## src/rtl/uapm_pkg.sv

```systemverilog
// constants for the upper address pin mux: register map, field layout, reset values, timing
// assumes a single 200 MHz clock domain and a plain word-wide register port
//
// What this block does
// - selection bit 5 clear routes its pin to memory address bit 20, set routes it to gpio 26.
// - selection bit 4 clear routes its pin to memory address bit 19, set routes it to gpio 25.
// - selection bit 3 clear routes its pin to memory address bit 18, set routes it to gpio 24.
// - selection bit 2 clear routes its pin to memory address bit 17, set routes it to gpio 23.
// - selection bit 1 clear routes its pin to memory address bit 16, set routes it to gpio 22.
// - selection bit 0 clear routes its pin to memory address bit 15, set routes it to gpio 21.
// - reset sets all six selection bits and leaves the gpio lines as inputs.
// - ten cycles after reset release the six pin levels are captured as the boot method.
// - the captured levels sit in a six-bit boot method field of the boot mode register.
package uapm_pkg;

  // -----------------------------------------------------------------
  // register map
  // -----------------------------------------------------------------
  localparam logic [15:0] UAPM_PIN_SELECT_OFS = 16'h1c00;
  localparam logic [15:0] UAPM_BOOT_MODE_OFS  = 16'h1c34;

  // -----------------------------------------------------------------
  // fields and reset values
  // -----------------------------------------------------------------
  localparam int          UAPM_SEL_LSB        = 0;
  localparam int          UAPM_SEL_W          = 6;
  localparam int          UAPM_BOOT_LSB       = 0;
  localparam logic [5:0]  UAPM_SEL_RESET      = 6'h3f;
  localparam logic [5:0]  UAPM_BOOT_RESET     = 6'h00;
  localparam logic [15:0] UAPM_RSVD_VALUE     = 16'h0000;

  // -----------------------------------------------------------------
  // timing
  // -----------------------------------------------------------------
  localparam int          UAPM_CAPTURE_CYCLES = 10;
  localparam logic [3:0]  UAPM_CAPTURE_LAST   = 4'(UAPM_CAPTURE_CYCLES - 1);

  typedef enum logic [1:0] {
    UAPM_WAIT = 2'b00,
    UAPM_DONE = 2'b01
  } uapm_boot_state_t;

endpackage

```

## src/rtl/uapm_mux.sv

```systemverilog
// upper address pin mux: six shared pins, select register, boot method capture
// assumes pins are asynchronous to clock_in; the gpio controller and memory interface sit outside
//
// The plain strobed port and the placing of the registers were chosen for this implementation.
`timescale 1ns/10ps
module uapm_mux
  import uapm_pkg::*;
(
  input  wire logic        clock_in,
  input  wire logic        rst_in,
  input  wire logic [15:0] addr_in,
  input  wire logic [15:0] wdata_in,
  input  wire logic        wr_in,
  input  wire logic        rd_in,
  output logic      [15:0] rdata_out,
  input  wire logic [5:0]  ext_mem_address_line_in,
  input  wire logic [5:0]  general_purpose_io_line_in,
  input  wire logic [5:0]  general_purpose_io_oe_in,
  output logic      [5:0]  general_purpose_io_line_out,
  input  wire logic [5:0]  pin_in,
  output logic      [5:0]  pin_out,
  output logic      [5:0]  pin_oe_out,
  output logic      [5:0]  boot_method_field_out
);

  // -----------------------------------------------------------------
  // address decode, shared by the register port and its checks
  // -----------------------------------------------------------------
  function automatic logic uapm_hit(input logic [15:0] a, input logic [15:0] ofs);
    return a == ofs;
  endfunction

  // -----------------------------------------------------------------
  // pin input synchroniser
  // -----------------------------------------------------------------
  // only the second stage feeds logic; the first may still be settling
  logic [5:0] pin_s1_q, pin_s2_q;
  always_ff @(posedge clock_in) begin
    pin_s1_q <= pin_in;
    pin_s2_q <= pin_s1_q;
  end

  // -----------------------------------------------------------------
  // select register and boot capture
  // -----------------------------------------------------------------
  logic [5:0]       sel_q, sel_d;
  logic [5:0]       boot_q, boot_d;
  logic [3:0]       cnt_q, cnt_d;
  uapm_boot_state_t st_q, st_d;
  logic [15:0]      rdata_q, rdata_d;

  always_comb begin
    sel_d   = sel_q;
    boot_d  = boot_q;
    cnt_d   = cnt_q;
    st_d    = st_q;
    rdata_d = UAPM_RSVD_VALUE;
    if (wr_in && uapm_hit(addr_in, UAPM_PIN_SELECT_OFS)) begin
      sel_d = wdata_in[UAPM_SEL_LSB +: UAPM_SEL_W];
    end
    case (st_q)
      UAPM_WAIT: begin
        if (cnt_q == UAPM_CAPTURE_LAST) begin
          boot_d = pin_s2_q;
          st_d   = UAPM_DONE;
        end else begin
          cnt_d = cnt_q + 4'h1;
        end
      end
      UAPM_DONE: st_d = UAPM_DONE;
      default:   st_d = UAPM_DONE;
    endcase
    if (rd_in) begin
      if (uapm_hit(addr_in, UAPM_PIN_SELECT_OFS)) begin
        rdata_d[UAPM_SEL_LSB +: UAPM_SEL_W] = sel_q;
      end else if (uapm_hit(addr_in, UAPM_BOOT_MODE_OFS)) begin
        rdata_d[UAPM_BOOT_LSB +: UAPM_SEL_W] = boot_q;
      end
    end
  end

  always_ff @(posedge clock_in) begin
    if (rst_in) begin
      sel_q   <= UAPM_SEL_RESET;
      boot_q  <= UAPM_BOOT_RESET;
      cnt_q   <= 4'h0;
      st_q    <= UAPM_WAIT;
      rdata_q <= UAPM_RSVD_VALUE;
    end else begin
      sel_q   <= sel_d;
      boot_q  <= boot_d;
      cnt_q   <= cnt_d;
      st_q    <= st_d;
      rdata_q <= rdata_d;
    end
  end

  // -----------------------------------------------------------------
  // pin cells; outputs registered so every top output leaves a flip-flop
  // -----------------------------------------------------------------
  logic [5:0] cell_pin, cell_oe;
  logic [5:0] pin_q, oe_q, gpio_in_q;
  logic [5:0] pin_d, oe_d, gpio_in_d;

  for (genvar i = 0; i < 6; i++) begin : g_cell
    uapm_pin_cell u_cell (
      .sel_in      (sel_q[i]),
      .mem_addr_in (ext_mem_address_line_in[i]),
      .gpio_out_in (general_purpose_io_line_in[i]),
      .gpio_oe_in  (general_purpose_io_oe_in[i]),
      .pin_out     (cell_pin[i]),
      .pin_oe_out  (cell_oe[i])
    );
  end

  always_comb begin
    pin_d     = cell_pin;
    oe_d      = cell_oe;
    gpio_in_d = pin_s2_q & sel_q; // gpio sees the pin only while it owns it
  end

  // reset forces gpio function with the driver off, so the pins are inputs
  always_ff @(posedge clock_in) begin
    if (rst_in) begin
      pin_q     <= 6'h00;
      oe_q      <= 6'h00;
      gpio_in_q <= 6'h00;
    end else begin
      pin_q     <= pin_d;
      oe_q      <= oe_d;
      gpio_in_q <= gpio_in_d;
    end
  end

  assign pin_out                     = pin_q;
  assign pin_oe_out                  = oe_q;
  assign general_purpose_io_line_out = gpio_in_q;
  assign boot_method_field_out       = boot_q;
  assign rdata_out                   = rdata_q;
endmodule

```

## src/rtl/uapm_pin_cell.sv

```systemverilog
// one shared pin: chooses memory address or gpio drive by a select bit
// assumes the select bit comes from a flip-flop on the same clock
`timescale 1ns/10ps
module uapm_pin_cell (
  input  wire logic sel_in,
  input  wire logic mem_addr_in,
  input  wire logic gpio_out_in,
  input  wire logic gpio_oe_in,
  output logic      pin_out,
  output logic      pin_oe_out
);
  // memory address drives the pin always when selected; gpio drives only with its enable
  always_comb begin
    pin_out    = sel_in ? gpio_out_in : mem_addr_in;
    pin_oe_out = sel_in ? gpio_oe_in  : 1'b1;
  end
endmodule

```

## config.mk

```make
export PLATFORM = sky130hd
export DESIGN_NAME = uapm_mux
export DESIGN_NICKNAME = d
export VERILOG_FILES = /design/src/rtl/uapm_pkg.sv /design/src/rtl/uapm_mux.sv /design/src/rtl/uapm_pin_cell.sv
export SDC_FILE = /design/constraint.sdc
export NUM_CORES = 1
export LEC_CHECK = 0
export ABC_CLOCK_PERIOD_IN_PS = 1680
export BUFFER_PORTS_ARGS = -buffer_cell sky130_fd_sc_hd__buf_4
export CAP_MARGIN = 20
export CORE_MARGIN = 2
export CORE_UTILIZATION = 43
export DETAILED_ROUTE_END_ITERATION = 16
export HOLD_SLACK_MARGIN = 0.12
export PLACE_DENSITY = 0.76
export SYNTH_ARGS = -nofsm -noshare
export SYNTH_HDL_FRONTEND = slang
export SYNTH_SLANG_ARGS = --single-unit
```

## constraint.sdc

```tcl
create_clock -name clock_in -period 1.68 [get_ports clock_in]
set_input_delay 0.084 -clock clock_in [delete_from_list [all_inputs] [get_ports clock_in]]
set_output_delay 0.084 -clock clock_in [all_outputs]
set_load 0.02 [all_outputs]
```

# Word-level counts from Yosys, hierarchy flattened
# Cells that the tools add are included.
totals:
  ff_bits: 63
  input_bits: 60
  output_inout_bits: 40
classes:
  n_bitwise: 3
  add_sub_neg: 1
  eq_ne: 4
  muxes: 16
  reduce_logical: 5
op_table:
  columns: ["operator", "n"]
  rows:
  - ["equality test 16 x 13 -> 1 bit (second input constant)", 2]
  - ["2-to-1 mux 1 bit", 14]
  - ["2-to-1 mux 6 bit", 2]
  - ["bitwise AND 6 bit", 1]
  - ["adder 4 x 1 -> 4 bit (second input constant)", 1]
  - ["equality test 4 bit (second input constant)", 1]
  - ["AND reduction 2 bit", 2]
  - ["zero test 2 bit", 1]
  - ["inequality test 2 bit (second input constant)", 1]
  - ["inverter 1 bit", 2]
  - ["OR reduction 2 bit", 1]
  - ["logical AND 1 bit", 1]

# Logic depth before layout (Yosys ltp)
depth:
  depth_word: 3
  mapped_depth: 6
  mapped_depth_nobuf: 6

# Cells and area by module
# Synthesis repeated with hierarchy kept, for this count alone.
unflattened:
  hier_cells: 177
  hier_area_um2: 1896.8
by_module_without_submodules:
  columns: ["mod", "seq_area_each_um2", "area_each_um2", "n_inst", "cells_each"]
  rows:
  - ["uapm_mux", 1061.0, 1769.2, 1, 165]
  - ["uapm_pin_cell", 0.0, 21.3, 6, 2]

# Worst setup path after synthesis
# No wires, ideal clock.
synth_path:
  path_type: "input -> register"
  from: "input addr_in[13]"
  to: "register sel_q[0]"
  setup_time_ps: 114
  path_slack_ps: 178
  path_buffers: 1
  t_required_ps: 1566
  stages: 5
  t_arrival_ps: 1388
  cell_sequence: "or4b_4 > nor4_4 > buf_6 > nand2_4 > a21o_1"
synth_via:
  elab_chain_len: 2
synth_rtl:
  columns: ["element", "line_no", "rtl"]
  rows:
  - ["start, declared", "uapm_mux.sv:11", "input wire logic [15:0] addr_in,"]
  - ["equality test 16 x 13 -> 1 bit", "uapm_mux.sv:30", "return a == ofs;"]
  - ["logical AND 1 bit", "uapm_mux.sv:58", "if (wr_in && uapm_hit(addr_in, UAPM_PIN_SELECT_OFS)) begin"]
  - ["end signal, assigned", "uapm_mux.sv:90", "sel_q <= sel_d;"]
  - ["end, declared", "uapm_mux.sv:46", "logic [5:0] sel_q, sel_d;"]
# Every way passes these cells.
# A chain may end at the register's enable or synchronous reset.

# Final worst setup path
layout_path:
  from: "register sel_q[4]"
  to: "register pin_q[4], in the netlist pin_out[4]"
layout_via:
  elab_chain_len: 1
layout_rtl:
  columns: ["element", "line_no", "rtl"]
  rows:
  - ["2-to-1 mux 1 bit", "uapm_pin_cell.sv:14", "pin_out = sel_in ? gpio_out_in : mem_addr_in;"]
  - ["end signal, assigned", "uapm_mux.sv:129", "pin_q <= pin_d;"]
  - ["end, declared", "uapm_mux.sv:102", "logic [5:0] pin_q, oe_q, gpio_in_q;"]
# Every way passes these cells.

==> out/metrics.cfg <==
[cells_and_area]
syn_to_final_growth_pct = 54.9
final_area_mm2 = 0.00284
post-route-util_pct = 70.1
final_common_cell = buf_4
multi_input_area_um2 = 666
drive_gt1_share_pct = 34.3
seqCellArea_mm2 = 0.00106
antenna_cells_inserted = 0
fillCellCount = 313
final_cell_mix = buf_4 (82), dfxtp_1 (53), dlygate4sd3_1 (30), nor2_1 (28), mux2i_1 (12)
design.final.nets = 344
fin_cells = 333

[sta]
worst_slack_ns = 0.256
holdWs_ns = 0.157
setup_violations = 0
fin_crit_sh_pct = 84.8
fin_worst_skew_ns = 0.00441
max_freq_mhz = 702
fin_crit_ns = 1.42
rsz0062_at_grt = no
hold_viol_final = 0
drv_slew = 0
finalSetupTns_ns = 0

[power_and_ir_drop]
max-vdd-ir-drop_v = 0.000609
power.density_mw_per_mm2 = 814
power_mw = 2.31
p_leak_nw = 1.35

[placement]
io_buffers = 79
post-place-ws_ns = 0.0468
dp_cells = 295
gp_congestion = 0.723
hpwl_um = 2850
dpl_cell_area_mm2 = 0.00245

[floorplanning]
start_util_pct = 45.2
ios = 100
die_area_mm2 = 0.00481
die_w_um = 69.3
fp.dieH_um = 69.3
rows = 23
core_mm2 = 0.00406

[worst_setup_path]
path_max_fanout = 5
worst_ep_arrival_time_ns = 1.61
start_kind = register
path_class = register to register
rrSetupSlack_ns = 0.26
endpoint_kind = register
required_ns = 1.86
cp_slowest_cell = dlygate4sd3_1
path_buf_inv = 1
crit_chain = mux2i_1, dlygate4sd3_1, nor2_1
crit_family = buffers and inverters
cpPeakStageDelay_ns = 0.57

[drt]
wire_per_inst_um = 13.0
drt-pass1-iter-count = 6
vias = 1550
via_per_inst = 4.65
drtIter0Drc = 73
drc = 0
wl_um = 4340
postRouteAntennaNets = 0

[synthesis]
avgSynthCellArea_um2 = 10.9
synth_warnings = 0
synth_top_area_share_pct = 57.8
synth_flop_cell = dfxtp_1
ys_seq_elements = 53
synth-edff-count = 0
ys_seq_area_share_pct = 57.8
ys_types = 32
async_flop_share_pct = 0
netlist_area_mm2 = 0.00184
syn_inst = 169
yosysTopAreaCell = dfxtp_1
netlist_top_cells_area = dfxtp_1 (58%), mux2i_1 (6.5%), nor2_1 (5.7%)

[global_route]
gr-total-overflow = 0
grt.total_usage_pct = 18.8
grt_pass1_wl_um = 7230
antenna_found_initial = 0
grt_max_degree = 37
grt_pass1_vias = 1572

[clock_tree]
cts.sinks = 53
root_buffer = clkbuf_8
cts_resized = 0
cts_tree = done
clkLatencyLatePin_ns = 0.29
cts_setup_buffers = 0
cts_max_path_buffers = 2
cts_buffers = 5
clk_pin_slew_ns = 0.09
ctsHtreeMaxLevel = 2

[job]
maxCapViolations = 0

[status]
status = finished, final reports clean

[worst_hold_path]
hp-class = input pin to register

[cell usage after synthesis, types with 2 or more instances]
| cell | instances |
|---|---|
| buf_1 | 2 |
| ha_1 | 2 |
| xnor2_1 | 2 |
| clkbuf_1 | 2 |
| nand2_1 | 7 |
| buf_4 | 10 |
| a32oi_1 | 6 |
| a31o_1 | 5 |
| dfxtp_1 | 53 |
| nor2_1 | 28 |
| buf_6 | 2 |
| mux2i_1 | 12 |
| or4_1 | 2 |
| a21oi_1 | 6 |
| inv_1 | 8 |
| a21o_1 | 6 |
[routing by layer]
layer  GRT usage [%]  vias to the layer above  routed length, µm
li1                -                      779                  -
met1            20.8                      716               1730
met2            35.1                       48               2350
met3            4.94                        7                207
met4            5.01                        0                 50
met5               0                        -                  0
[layout make-up]
| type | count | share of cell area, % |
|---|---|---|
| clock inverters | 2 | 0.528 |
| clock buffers | 6 | 2.55 |
| well taps | 50 | 2.20 |
| flip-flops and latches | 53 | 37.3 |
| repair buffers | 113 | 32.9 |
| multi-input cells | 101 | 23.4 |
| inverters | 8 | 1.06 |
[state kept, by name, summed over array words and instances (netlist names)]
name,count
boot_method_field_out,6
cnt_q,4
general_purpose_io_line_out,6
pin_oe_out,6
pin_out,6
pin_s1_q,6
pin_s2_q,6
rdata_out,6
sel_q,6
st_q,1
[cell families (layout without fill, tap and decap cells)]
kind of cell / Yosys count / count (layout) / synth area share [%]
AO/OA/AOI/OAI: 26 / 26 / 10.6
XOR/XNOR: 3 / 3 / 1.43
adder cells (fa/ha/maj): 2 / 2 / 1.36
buffers and inverters: 24 / 129 / 7.77
flip-flops: 53 / 53 / 57.8
multiplexers: 12 / 12 / 6.54
other: 1 / 10 / 0.204
AND/OR/NAND/NOR: 48 / 48 / 14.3
[worst min-delay path, delay by kind of cell]
kind            cells  cell delay [ns]
buf+inv             1             0.14
simple gates        1             0.09
compound gates      1             0.11
[report_power, final]
part	switching (mW)	internal, mW
sequential	0.0194	1.30
clock	0.393	0.294
combinational	0.130	0.175
[final timing paths]
check,from,end,depth (start not counted)
setup reg to reg,sel_q[4],pin_out[4],3
setup / recovery,sel_q[4],pin_out[4],3
hold reg to reg,pin_s1_q[2],pin_s2_q[2],0
hold / removal,wr_in,sel_q[3],3
[what timing repair did]
item                       in CTS  in global routing
hold endpoints to repair       24                  0
setup endpoints to repair       0                  0
hold buffers                   30                  0
No activity file was read; power rests on OpenSTA's default activity.
